**src/rtl/aopc_pkg.sv**
```systemverilog
// Constants and types for the converter output and power-down control
package aopc_pkg;
	localparam int DATA_W = 11;
	localparam int LATENCY = 6;
	localparam int CLK_PERIOD_NS = 50;
	localparam int RECOVER_NS = 300;
	localparam int RECOVER_CYC = (RECOVER_NS + CLK_PERIOD_NS - 1) / CLK_PERIOD_NS;
	localparam int RCNT_W = 4;
	localparam logic [RCNT_W-1:0] RECOVER_CNT = RCNT_W'(RECOVER_CYC);
	localparam logic [DATA_W-1:0] MID_CODE = 11'h400;
	localparam logic [DATA_W-1:0] ZERO_WORD = 11'h000;
	typedef enum logic [1:0] {
		PM_RUN,
		PM_DOWN,
		PM_RECOVER
	} aopc_pm_t;
endpackage : aopc_pkg

```
**src/rtl/aopc_pipe_if.sv**
```systemverilog
// Carrier between control and conversion pipeline
`timescale 1ns/1ns
interface aopc_pipe_if;
	import aopc_pkg::*;
	logic [DATA_W-1:0] sample;
	logic flush;
	logic [DATA_W-1:0] word;
	logic word_valid;
	modport ctrl (output sample, output flush, input word, input word_valid);
	modport pipe (input sample, input flush, output word, output word_valid);
endinterface : aopc_pipe_if

```
**src/rtl/aopc_top.sv**
```systemverilog
// Output disable and power-down control around the conversion pipeline
`timescale 1ns/1ns
module aopc_top
	import aopc_pkg::*;
(
	// Clock and reset
	input wire logic clk_in,
	input wire logic resetn_in,
	// Pin controls, asynchronous to clk_in
	input wire logic out_disable_in,
	input wire logic power_down_pin_in,
	// Quantiser result, offset binary
	input wire logic [DATA_W-1:0] sample_in,
	// Data pins
	output logic [DATA_W-1:0] data_out,
	output logic data_oe_out,
	// Status
	output logic low_power_out,
	output logic data_valid_out,
	output logic recovering_out
);
	typedef struct packed {
		logic [1:0] dis_sync;
		logic [1:0] pd_sync;
		aopc_pm_t pm;
		logic [RCNT_W-1:0] rcnt;
		logic [DATA_W-1:0] dout;
		logic dvalid;
	} aopc_st_t;

	aopc_st_t st_r;
	aopc_st_t st_nxt;
	logic pd_s;
	logic dis_s;

	aopc_pipe_if pif ();

	aopc_pipe u_pipe (
		.clk_in(clk_in),
		.resetn_in(resetn_in),
		.p(pif.pipe)
	);

	assign pd_s = st_r.pd_sync[1];
	assign dis_s = st_r.dis_sync[1];
	assign pif.sample = sample_in;
	// Flush held while the synchronised power-down pin is high so nothing stale reappears
	assign pif.flush = pd_s;

	always_comb begin
		st_nxt = st_r;
		st_nxt.dis_sync = {st_r.dis_sync[0], out_disable_in};
		st_nxt.pd_sync = {st_r.pd_sync[0], power_down_pin_in};
		unique case (st_r.pm)
			PM_RUN: begin
				if (pd_s) begin
					st_nxt.pm = PM_DOWN;
				end
			end
			PM_DOWN: begin
				if (!pd_s) begin
					st_nxt.pm = PM_RECOVER;
					st_nxt.rcnt = RECOVER_CNT;
				end
			end
			PM_RECOVER: begin
				if (pd_s) begin
					st_nxt.pm = PM_DOWN;
				end else if (st_r.rcnt <= 4'h1) begin
					st_nxt.pm = PM_RUN;
					st_nxt.rcnt = '0;
				end else begin
					st_nxt.rcnt = st_r.rcnt - 4'h1;
				end
			end
		endcase
		// Output register loads every clock; holds MID_CODE with valid low in power down
		if (st_r.pm == PM_DOWN) begin
			st_nxt.dout = MID_CODE;
			st_nxt.dvalid = 1'b0;
		end else begin
			st_nxt.dout = pif.word;
			st_nxt.dvalid = pif.word_valid && (st_r.pm == PM_RUN) && !pd_s;
		end
	end

	always_ff @(posedge clk_in or negedge resetn_in) begin
		if (!resetn_in) begin
			st_r.dis_sync <= 2'h3;
			st_r.pd_sync <= 2'h0;
			st_r.pm <= PM_RUN;
			st_r.rcnt <= '0;
			st_r.dout <= ZERO_WORD;
			st_r.dvalid <= 1'b0;
		end else begin
			st_r <= st_nxt;
		end
	end

	assign data_out = st_r.dout;
	// Enable high drives pins; low releases them
	assign data_oe_out = !dis_s;
	assign low_power_out = (st_r.pm == PM_DOWN);
	assign data_valid_out = st_r.dvalid && !dis_s;
	assign recovering_out = (st_r.pm == PM_RECOVER);
endmodule : aopc_top

```
**src/rtl/aopc_pipe.sv**
```systemverilog
// Fixed-latency conversion pipeline with per-stage valid
`timescale 1ns/1ns
module aopc_pipe
	import aopc_pkg::*;
(
	// Clock and reset
	input wire logic clk_in,
	input wire logic resetn_in,
	// Pipeline carrier
	aopc_pipe_if.pipe p
);
	typedef struct packed {
		logic [LATENCY-1:0][DATA_W-1:0] data;
		logic [LATENCY-1:0] valid;
	} aopc_pipe_st_t;

	aopc_pipe_st_t st_r;
	aopc_pipe_st_t st_nxt;

	always_comb begin
		st_nxt = st_r;
		// Shifts on every clock, independent of output enable
		st_nxt.data = {st_r.data[LATENCY-2:0], p.sample};
		st_nxt.valid = {st_r.valid[LATENCY-2:0], 1'b1};
		if (p.flush) begin
			st_nxt.valid = '0;
		end
	end

	always_ff @(posedge clk_in or negedge resetn_in) begin
		if (!resetn_in) begin
			st_r <= '0;
		end else begin
			st_r <= st_nxt;
		end
	end

	assign p.word = st_r.data[LATENCY-1];
	assign p.word_valid = st_r.valid[LATENCY-1];
endmodule : aopc_pipe

```
**config.mk**
```make
export PLATFORM = sky130hd
export DESIGN_NAME = aopc_top
export DESIGN_NICKNAME = d
export VERILOG_FILES = /design/src/rtl/aopc_pkg.sv /design/src/rtl/aopc_pipe_if.sv /design/src/rtl/aopc_top.sv /design/src/rtl/aopc_pipe.sv
export SDC_FILE = /design/constraint.sdc
export NUM_CORES = 1
export LEC_CHECK = 0
export BUFFER_PORTS_ARGS = -buffer_cell sky130_fd_sc_hd__buf_4
export CAP_MARGIN = 20
export CORE_UTILIZATION = 45
export DETAILED_ROUTE_END_ITERATION = 8
export MAX_ROUTING_LAYER = met4
export SLEW_MARGIN = 20
export SYNTH_ARGS = -nofsm -noshare
export SYNTH_HDL_FRONTEND = slang
export SYNTH_SLANG_ARGS = --single-unit
```
**constraint.sdc**
```tcl
create_clock -name clk_in -period 2.5 [get_ports clk_in]
set_clock_uncertainty 0.2 [all_clocks]
set_input_delay 0.25 -clock clk_in [delete_from_list [all_inputs] [get_ports clk_in]]
set_output_delay 0.25 -clock clk_in [all_outputs]
set_load 0.01 [all_outputs]
```
After elaboration in Yosys (flattened, before gate mapping). Index checks and enable logic that the tools add are counted.

Input bits: 15. Register bits: 94. Output and inout bits: 15.

Mux-type cells: 10. Magnitude comparators: 1. Equality and inequality tests: 6. $add $sub $neg: 1. Reduce and logical (&&, ||, !) cells: 9.

Operators with widths (number): $mux 12 (1); $mux 6 (2); $mux 4 (2); $pmux 4 s2 (1); $mux 2 (3); $ne 2x2->1 const B (3); $pmux 2 s3 (1); $reduce_and 3->1 (2); $le 4x1->1 const B (1); $sub 4x1->4 const B (1); $logic_and 1x1->1 (3); $ne 3x1->1 const B (1); $eq 2x1->1 const B (1); $eq 2x2->1 const B (1); $logic_not 1->1 (2); $logic_not 2->1 (1); $reduce_bool 2->1 (1).

Depth between registers and ports, before layout. Gate-level depths: netlist of the first run.

Depth in word-level cells: 4. Gate-level depth with buffers: 6. Mapped depth without buffers: 6.

Modules after synthesis. Synthesis of the first run repeated with hierarchy kept, for this count alone.

Cell total of the unflattened synthesis: 175. Area, all modules: 2862.7 µm².

By module, submodules not included: aopc_pipe (cells an instance 89, area each 1919.3 µm², instances 1, sequential area each 1801.7 µm²); aopc_top (cells an instance 86, area each 943.4 µm², instances 1, sequential area each 553.0 µm²).

Worst setup path before layout of the first run. OpenSTA, ideal clock, no wires.

Path kind: flip-flop to flip-flop. Start point: register st_r[12] (netlist bit). End point: register st_r[15] (netlist bit). Stages on the path, launching flop included: 7. Setup time: 0.087 ns. Data arrival time: 1.408 ns. Required time: 2.213 ns. Path slack: 0.805 ns. Cells stage by stage: dfrtp_1 inv_1 ha_1 nor2_1 nor3_4 or4_1 o211ai_1.

Cells in the longest elaborated chain, start to end: 4. Elaborated cells between the ends (all ways): 5.

Ends and longest elaborated chain: from (decl) (line aopc_top.sv:31) `aopc_st_t st_r;`; from (signal assigned) (line aopc_top.sv:96) `st_r <= st_nxt;`; $sub 4x1->4 / $le 4x1->1 (equally long branches) (line aopc_top.sv:73, aopc_top.sv:69); $mux 4 (*) (line aopc_top.sv:69) `end else if (st_r.rcnt <= 4'h1) begin`; $mux 4 (*) (line aopc_top.sv:67) `if (pd_s) begin`; $pmux 4 s2 (*) (line aopc_top.sv:54) `unique case (st_r.pm)`.

Every way passes the cells marked *; elsewhere a longest branch is shown, timed or not. The select of a mux whose other input is x is not followed. A chain may end at the register's enable or synchronous reset.

Worst setup path after layout of the first run.
Start point: register st_r[17] (netlist bit). End point: output low_power_out.

Cells in the longest elaborated chain, start to end: 1.

Ends and longest elaborated chain: $eq 2x1->1 (line aopc_top.sv:103) `assign low_power_out = (st_r.pm == PM_DOWN);`; to (decl) (line aopc_top.sv:18) `output logic low_power_out,`.

Every way passes these cells.

==> results of run 1 <==
registers in the layout, summed over array words and instances (netlist names):
signal / cells
st_r: 7
dis_s: 1
data_out: 11
st_nxt: 2
u_pipe.st_nxt: 55
u_pipe.st_r: 5
u_pipe.p.word_valid: 1
u_pipe.p.word: 11
pd_s: 1
area by class of cell:
| type | count | area, um2 | share of cell area |
|---|---|---|---|
| clock buffer | 10 | 137.6 | 0.04112 |
| clock inverter | 6 | 50.05 | 0.01495 |
| inverter | 7 | 26.28 | 0.007850 |
| timing repair buffer | 45 | 372.9 | 0.1114 |
| sequential | 94 | 2355 | 0.7036 |
| tap | 75 | 93.84 | 0.02804 |
| multi-input combinational | 49 | 311.5 | 0.09308 |
final timing paths:
check / start / end
worst max-delay path: st_r[17]$_DFFE_PN0P_ / low_power_out
worst min-delay path: u_pipe.st_nxt[45]$_DFF_PN0_ / u_pipe.st_nxt[56]$_DFF_PN0_
worst max register to register: st_r[12]$_DFFE_PN0P_ / st_r[15]$_DFFE_PN0P_
worst min register to register: u_pipe.st_nxt[45]$_DFF_PN0_ / u_pipe.st_nxt[56]$_DFF_PN0_
max in group asynchronous: resetn_in / u_pipe.p.word[6]$_DFF_PN0_
min in group asynchronous: resetn_in / data_out[2]$_DFF_PN0_
layout by cell type (no fill, tap or decap), types with 4 or more instances in the layout:
cell type / n
and2_1: 10
buf_4: 31
clkbuf_8: 10
dfrtp_1: 92
dlygate4sd3_1: 14
inv_1: 7
inv_6: 4
nand2_1: 8
nor2_1: 5
nor2b_1: 6
stage by stage:
stage	hold WS, ps	setup WS [ps]	total power, mW	utilization	std cells
4_1_cts	151.0	533.8	2.779	0.5620	286
5_1_grt	151.9	372.1	2.868	0.5620	286
3_5_place_dp	63.55	665.4	1.831	0.5069	256
6_report	151.1	560.4	2.735	0.5620	286
2_1_floorplan	-245.6	805.2	1.750	-	163
3_3_place_gp	42.23	782.3	1.809	0.5069	256
cells by family after synthesis:
| group | Yosys count |
|---|---|
| compound gates | 11 |
| buf+inv | 20 |
| fa+ha+maj | 2 |
| simple gates | 36 |
| flops | 94 |
critical path, stage by stage (launching register included):
cell and delay (ps):
dfrtp_1 480, inv_1 120, nand2_1 290, inv_1 90
buf_4 150
power by group through the flow:
| stage | combinational, mW | sequential, mW | clock, mW |
|---|---|---|---|
| floorplan | 0.0897 | 1.66 | 0 |
| global placement | 0.144 | 1.66 | 0 |
| detailed placement | 0.156 | 1.67 | 0 |
| CTS | 0.174 | 1.64 | 0.961 |
| global route | 0.192 | 1.65 | 1.02 |
| finish | 0.170 | 1.64 | 0.922 |
routing by layer:
layer	wire, um	vias to the layer above	part of all wire	global-route usage
li1	-	588	-	-
met4	125	0	0.036	0.1107
met2	1756	38	0.50	0.2059
met1	1427	659	0.41	0.1422
met3	168	12	0.048	0.04091
met5	0	-	0	-
what timing repair did:
action	4_1_cts	5_1_grt
endpoints found under the hold margin	52	0
gates resized for setup	0	0
hold buffers	14	0
setup buffers	0	0
==> results.sh, run 1 <==
export IMPL_outcome="finished clean"
export IMPL_sw_frac_of_total=0.2353
export IMPL_grt_max_degree=44
export IMPL_start_util=0.4672
export IMPL_fillerInstances=482
export IMPL_p_clk_frac=0.337
export IMPL_num_rows=28
export IMPL_routed_via_density=4.535
export IMPL_die_w_um=80.64
export IMPL_wl_per_cell_um=12.16
export IMPL_root_buffer="clkbuf_8"
export IMPL_ys_types=24
export IMPL_dpl_cell_area_um2=3019
export IMPL_io_buffers=29
export IMPL_clk_path_buf_depth=2
export IMPL_antenna_found_initial=0
export IMPL_die_y_um=80.64
export IMPL_clk_insertion_delay_late_ps=350
export IMPL_yosysSeqAreaShare=0.8462
export IMPL_drc=0
export IMPL_ys_flop_type="dfrtp_1"
export IMPL_cp_start_kind="flip-flop"
export IMPL_synth_adder_area_share=0.008993
export IMPL_period_share=0.7759
export IMPL_synth_most_common_cell="dfrtp_1"
export IMPL_synthesis_area_um2=2783
export IMPL_avgSynthCellArea_um2=17.07
export IMPL_setup_violations=0
export IMPL_cts_buffers=9
export IMPL_cts_max_level=3
export IMPL_final_setup_tns_ps=0
export IMPL_maxSlewViolCount=0
export IMPL_crit_path_end_kind="primary output"
export IMPL_worst_ep_arrival_time_ps=1490
export IMPL_reg2reg_slack_ps=660
export IMPL_synthCells=163
export IMPL_cts_tree="done"
export IMPL_drtIter0Drc=82
export IMPL_crit_type="reg -> out"
export IMPL_synthSimpleGateAreaFrac=0.07599
export IMPL_layout_drive_gt1_share=0.2512
export IMPL_antenna_cells=0
export IMPL_synth_nets=180
export IMPL_synth_top_family_by_area="simple AND/OR/NAND/NOR gates"
export IMPL_finalInstanceArea_um2=3347
export IMPL_grt_pass1_vias=1344
export IMPL_synth_seq_cells=94
export IMPL_layout_nets=223
export IMPL_cts_clk_slew_worst_paths_ps=90
export IMPL_fmax_mhz=515.6
export IMPL_max_slew_margin=0.6591
export IMPL_dp_hpwl_um=2200
export IMPL_combPwrFrac=0.062
export IMPL_grt_pass1_wl_um=5809
export IMPL_synth_edff_count=0
export IMPL_synth_compound_area_share=0.02698
export IMPL_ioPinCount=30
export IMPL_drt_total_wl_um=3478
export IMPL_synth_top_area_frac=0.8273
export IMPL_ant_nets=0
export IMPL_hold_viol=0
export IMPL_die_area_um2=6502
export IMPL_cts_num_sinks=94
export IMPL_synth_top_area_cell="dfrtp_1"
export IMPL_ys_warn_count=0
export IMPL_grt_util_all_layers=0.1341
export IMPL_core_area_um2=5956
export IMPL_r2r_cells=6
export IMPL_synth_area_top_cells="dfrtp_1, buf_4, and2_1"
export IMPL_cp_max_fo=14
export IMPL_synth_mux_area_frac=0
export IMPL_min_period_ps=1940
export IMPL_pwr_density_cell_nw_per_um2=817.0
export IMPL_leakage_nw=1.573
export IMPL_cap_violations=0
export IMPL_min_path_cells=0
export IMPL_synth_xor_area_frac=0
export IMPL_max_vdd_ir_drop_mv=0.4036
export IMPL_hold_class="reg -> reg"
export IMPL_synth_async_reset_ratio=1.000
export IMPL_cellInternalPower_mw=2.091
export IMPL_gp_congestion=0.8050
export IMPL_seqPwrFrac=0.601
export IMPL_synth_common_cells="dfrtp_1, buf_4, and2_1"
export IMPL_worst_pin_slew_ps=511.4
export IMPL_area_growth_pct=20.28
export IMPL_netSwitchingPower_mw=0.6436
export IMPL_grt_overflow_total=0
export IMPL_rsz0062_at_grt="false"
export IMPL_num_vias=1297
export IMPL_drt_pass1_iter_count=4
export IMPL_cp_required_ps=2050
Note: power is estimated with default switching activity, not from simulation.
==> run 2: changes to the inputs <==
ABC_AREA = 1   (was default)
clock period = 1.9 ns   (was 2.5 ns; I/O delays follow)
==> run 2 against run 1 <==
Effect of this change: worst hold slack got worse by 5.3 ps; cell count increased by 11%; synthesized area is 1.6% higher; synthesized cell count is 18% higher; sequential power rose by 32%; via count grew 1.0%; global-route usage is 0.95 points lower; routed wire length down 9.7%; cell area is 4.0% higher; die area is 1.6% higher; clock power grew 76%; total power rose by 49%; critical path type unchanged; largest cell class unchanged.
==> results.sh, run 2 <==
export IMPL_ff_latch_area_um2=2355
export IMPL_synth_top_area_cell="dfrtp_1"
export IMPL_r2r_cells=9
export IMPL_grt_pass1_vias=1296
export IMPL_dp_hpwl_um=1942
export IMPL_grt_max_degree=41
export IMPL_period_share=0.8092
export IMPL_grt_util_all_layers=0.1246
export IMPL_clk_insertion_delay_late_ps=340
export IMPL_ant_nets=0
export IMPL_yosysSeqAreaShare=0.8327
export IMPL_io_buffers=29
export IMPL_max_slew_margin=0.6656
export IMPL_die_y_um=81.27
export IMPL_synth_edff_count=0
export IMPL_crit_type="reg -> out"
export IMPL_synth_async_reset_ratio=1.000
export IMPL_cp_max_fo=4
export IMPL_outcome="finished clean"
export IMPL_largest_reg_flops=55
export IMPL_final_setup_tns_ps=0
export IMPL_hold_class="in -> async"
export IMPL_rsz0062_at_grt="false"
export IMPL_fmax_mhz=650.4
export IMPL_worst_ep_arrival_time_ps=1150
export IMPL_cts_buffers=9
export IMPL_num_vias=1310
export IMPL_num_rows=28
export IMPL_cts_num_sinks=94
export IMPL_setup_violations=0
export IMPL_cp_cell_sequence="nor2_2, buf_4"
export IMPL_leakage_nw=1.733
export IMPL_antenna_cells=0
export IMPL_ioPinCount=30
export IMPL_reg2reg_slack_ps=510
export IMPL_core_area_um2=5991
export IMPL_cp_start_kind="flip-flop"
export IMPL_synthCells=193
export IMPL_crit_path_end_kind="primary output"
export IMPL_hold_viol=0
export IMPL_synth_area_top_cells="dfrtp_1, inv_1, buf_4"
export IMPL_gp_congestion=0.7276
export IMPL_layout_drive_gt1_share=0.2305
export IMPL_layout_nets=255
export IMPL_utilization=0.5812
export IMPL_synth_top_area_frac=0.8142
export IMPL_area_growth_pct=23.14
export IMPL_synth_common_cells="dfrtp_1, inv_1, nor2_1"
export IMPL_r2r_end="st_r[13]$_DFFE_PN0P_"
export IMPL_min_period_ps=1537
export IMPL_power_mw=4.071
export IMPL_rr_startpoint="st_r[12]$_DFFE_PN0P_"
export IMPL_routed_via_density=4.119
export IMPL_grt_overflow_total=0
export IMPL_antenna_found_initial=0
export IMPL_drc=0
export IMPL_drt_total_wl_um=3139
export IMPL_synth_nets=210
export IMPL_cts_resized=0
export IMPL_clk_path_buf_depth=2
export IMPL_cts_clk_slew_worst_paths_ps=80
export IMPL_maxSlewViolCount=0
export IMPL_synth_seq_cells=94
export IMPL_avgSynthCellArea_um2=14.65
export IMPL_synth_most_common_cell="dfrtp_1"
export IMPL_die_area_um2=6605
export IMPL_dpl_cell_area_um2=3080
export IMPL_synthesis_area_um2=2828
export IMPL_start_util=0.4720
export IMPL_cp_required_ps=1510
export IMPL_finalInstanceArea_um2=3482
export IMPL_cts_tree="done"
export IMPL_timing_final_ws_setup_ps=362.6
export IMPL_dpl_cell_count=288
export IMPL_max_stage_delay_ps=430
export IMPL_worst_pin_slew_ps=501.6
export IMPL_stdcell_count=318
export IMPL_root_buffer="clkbuf_8"
export IMPL_die_w_um=81.27
export IMPL_cts_max_level=3
export IMPL_ys_types=17
export IMPL_grt_pass1_wl_um=5651
export IMPL_drtIter0Drc=42
export IMPL_max_vdd_ir_drop_mv=0.7046
export IMPL_wl_per_cell_um=9.871
export IMPL_holdWs_ps=145.8
export IMPL_drt_pass1_iter_count=4
export IMPL_ys_flop_type="dfrtp_1"
export IMPL_final_common_cell="dfrtp_1"
export IMPL_pwr_density_cell_nw_per_um2=1169
export IMPL_multi_input_area_um2=260.3
export IMPL_ys_warn_count=0
export IMPL_final_cell_mix="dfrtp_1, buf_4, inv_1"
export IMPL_cap_violations=0
export IMPL_fillerInstances=468
export IMPL_preCtsSetupSlack_ps=529.2
export IMPL_critical_path_slowest_cell="dfrtp_1"
run 2: cell count changes after synthesis, moves of 6 or more:
cell | previous run | this run
and2_1 | 10 | 0
inv_1 | 7 | 27
nand2_1 | 8 | 18
nor2b_1 | 6 | 0
nand3_1 | 0 | 8
nor2_1 | 5 | 22
run 2: critical path, delay by kind of cell (launching register included):
kind / cells / cell delay [ps]
flip-flops: 1 / 430
AND/OR/NAND/NOR: 1 / 220
buffers and inverters: 1 / 160
run 2: cell families (layout without fill, tap and decap cells):
| logic type | count (synthesis) | after routing | synth area share |
|---|---|---|---|
| buffers and inverters | 42 | 92 | 0.07522 |
| and+or+nand+nor | 53 | 53 | 0.07965 |
| adders and majority gates | 2 | 2 | 0.008848 |
| AOI/OAI and AO/OA | 2 | 2 | 0.003536 |
| DFF | 94 | 94 | 0.8327 |
run 2: where the power goes:
| part | switching, mW | internal (mW) | leakage, nW | total, mW |
|---|---|---|---|---|
| logic | 0.153 | 0.128 | 0.485 | 0.282 |
| clock network | 0.612 | 1.01 | 0.130 | 1.62 |
| registers | 0.0478 | 2.12 | 1.12 | 2.17 |
run 2: worst max-delay path by stage:
stage / start / endpoint / slack [ps] / cells past startpoint
2_1_floorplan: st_r[12]$_DFFE_PN0P_ / st_r[13]$_DFFE_PN0P_ / 630 / 9
3_3_place_gp: st_r[12]$_DFFE_PN0P_ / st_r[13]$_DFFE_PN0P_ / 580 / 9
3_5_place_dp: st_r[12]$_DFFE_PN0P_ / st_r[13]$_DFFE_PN0P_ / 530 / 9
4_1_cts: st_r[17]$_DFFE_PN0P_ / low_power_out / 320 / 2
5_1_grt: st_r[17]$_DFFE_PN0P_ / low_power_out / 270 / 2
6_report: st_r[17]$_DFFE_PN0P_ / low_power_out / 360 / 2
run 2: layout make-up:
| cell class | count | area share |
|---|---|---|
| multi-input combinational | 57 | 0.07474 |
| sequential | 94 | 0.6762 |
| inverter | 29 | 0.03198 |
| timing repair buffer | 47 | 0.1150 |
| clock buffer | 10 | 0.03665 |
| tap | 75 | 0.02695 |
| clock inverter | 6 | 0.03845 |
run 2: per-layer routing:
metal | global-route usage | part of all wire | wire length, um | vias up
met5 | - | 0 | 0 | -
met3 | 0.07191 | 0.072 | 227 | 4
met4 | 0.04821 | 0.013 | 40 | 0
met2 | 0.1867 | 0.46 | 1457 | 43
li1 | - | - | - | 648
met1 | 0.1362 | 0.45 | 1414 | 615
run 2: repair_timing:
action,CTS,global route
buffers inserted,0,0
hold buffers,14,0
endpoints found under the hold margin,50,0
==> run 3: changes to the inputs <==
PLACE_DENSITY = 0.66   (was default)
clock period = 1.3 ns   (was 1.9 ns; I/O delays follow)
==> run 3 against run 2 <==
Effect of this change: the run now ends with hold timing, setup timing left; cell count up 2.8%; via count up 2.7%; core utilization up 2.0 points; die area unchanged; critical path type unchanged.
==> results.sh, run 3 (synthesized netlist as in run 2, its figures left out) <==
export IMPL_outcome="finished, violations left"
export IMPL_violations="hold timing, setup timing"
export IMPL_preCtsSetupSlack_ps=-41.22
export IMPL_root_buffer="clkbuf_8"
export IMPL_cp_max_fo=3
export IMPL_cp_required_ps=970
export IMPL_max_slew_margin=0.8194
export IMPL_cts_clk_slew_worst_paths_ps=80
export IMPL_cts_num_sinks=94
export IMPL_dp_hpwl_um=1851
export IMPL_ant_nets=0
export IMPL_die_y_um=81.27
export IMPL_antenna_cells=0
export IMPL_largest_reg_flops=55
export IMPL_layout_nets=264
export IMPL_start_util=0.4720
export IMPL_stdcell_count=327
export IMPL_rsz0062_at_grt="true"
export IMPL_setup_violations=6
export IMPL_area_growth_pct=27.35
export IMPL_rr_startpoint="st_r[12]$_DFFE_PN0P_"
export IMPL_drt_pass1_iter_count=4
export IMPL_maxSlewViolCount=0
export IMPL_cts_hold_buffers=14
export IMPL_num_rows=28
export IMPL_grt_pass1_vias=1321
export IMPL_power_mw=5.509
export IMPL_final_common_cell="dfrtp_1"
export IMPL_crit_path_end_kind="primary output"
export IMPL_fillerInstances=433
export IMPL_io_buffers=29
export IMPL_fmax_mhz=701.5
export IMPL_cp_start_kind="flip-flop"
export IMPL_multi_input_area_um2=334.1
export IMPL_timing_final_ws_setup_ps=-125.6
export IMPL_drt_total_wl_um=3409
export IMPL_holdWs_ps=-31.87
export IMPL_grt_util_all_layers=0.1311
export IMPL_r2r_cells=9
export IMPL_max_vdd_ir_drop_mv=0.8420
export IMPL_min_period_ps=1426
export IMPL_hold_viol=13
export IMPL_core_area_um2=5991
export IMPL_dpl_cell_count=289
export IMPL_crit_type="reg -> out"
export IMPL_final_cell_mix="dfrtp_1, buf_4, inv_1"
export IMPL_dpl_cell_area_um2=3113
export IMPL_layout_drive_gt1_share=0.3373
export IMPL_worst_pin_slew_ps=270.9
export IMPL_grt_overflow_total=0
export IMPL_die_area_um2=6605
export IMPL_ff_latch_area_um2=2359
export IMPL_cap_violations=0
export IMPL_ioPinCount=30
export IMPL_reg2reg_slack_ps=-50
export IMPL_grt_pass1_wl_um=5796
export IMPL_cts_tree="done"
export IMPL_period_share=1.097
export IMPL_die_w_um=81.27
export IMPL_leakage_nw=1.759
export IMPL_num_vias=1346
export IMPL_r2r_end="st_r[13]$_DFFE_PN0P_"
export IMPL_antenna_found_initial=0
export IMPL_clk_path_buf_depth=2
export IMPL_finalInstanceArea_um2=3601
export IMPL_gp_congestion=0.5959
export IMPL_wl_per_cell_um=10.43
export IMPL_drc=0
export IMPL_grt_max_degree=57
export IMPL_clk_insertion_delay_late_ps=340
export IMPL_worst_ep_arrival_time_ps=1100
export IMPL_cts_buffers=9
export IMPL_drtIter0Drc=83
export IMPL_cts_max_level=3
export IMPL_hold_class="in -> async"
export IMPL_routed_via_density=4.116
export IMPL_pwr_density_cell_nw_per_um2=1530
==> run 3: routing by layer <==
metal | global-route usage | vias up | part of all wire
met4 | 0.07500 | 0 | 0.017
li1 | - | 666 | -
met5 | - | - | 0
met3 | 0.06067 | 7 | 0.050
met1 | 0.1492 | 632 | 0.45
met2 | 0.1900 | 41 | 0.48
==> run 3: repair_timing <==
item	in CTS	in global routing
gates resized for setup	16	19
cloned	0	0
setup endpoints to repair	8	18
pin swaps	4	11
hold endpoints to repair	107	13
buffers inserted	6	4
==> run 3: critical path, stage by stage (launching register included) <==
cell and delay [ps]:
dfrtp_2 440, nor2_4 120, buf_12 110, buf_6 90
==> run 3: worst max-delay path by stage <==
stage	to	depth (start not counted)	slack (ps)	start
floorplan	st_r[13]$_DFFE_PN0P_	9	30	st_r[12]$_DFFE_PN0P_
global placement	st_r[13]$_DFFE_PN0P_	9	30	st_r[12]$_DFFE_PN0P_
detailed placement	st_r[13]$_DFFE_PN0P_	9	-40	st_r[12]$_DFFE_PN0P_
CTS	low_power_out	3	-160	st_r[17]$_DFFE_PN0P_
global route	low_power_out	3	-180	st_r[17]$_DFFE_PN0P_
finish	low_power_out	3	-130	st_r[17]$_DFFE_PN0P_
==> run 3: cell type report <==
type                    count  area share
well taps                  75     0.02606
clock inverters             3    0.007297
flip-flops and latches     94      0.6550
clock buffers              13     0.04413
inverters                  29     0.03162
multi-input cells          57     0.09277
repair buffers             56      0.1432
==> run 3: stage by stage <==
stage,setup TNS (ps),util
6_report,-382.1,0.6011
3_3_place_gp,0,0.5196
5_1_grt,-815.0,0.6011
3_5_place_dp,-58.16,0.5196
4_1_cts,-558.7,0.5896
2_1_floorplan,0,-
==> run 3: power by group <==
group          total, mW  internal (mW)  leakage (nW)  switching, mW
Combinational      0.610          0.309         0.552          0.301
Clock               1.71          0.815        0.0942          0.898
Sequential          3.19           3.10          1.11         0.0816
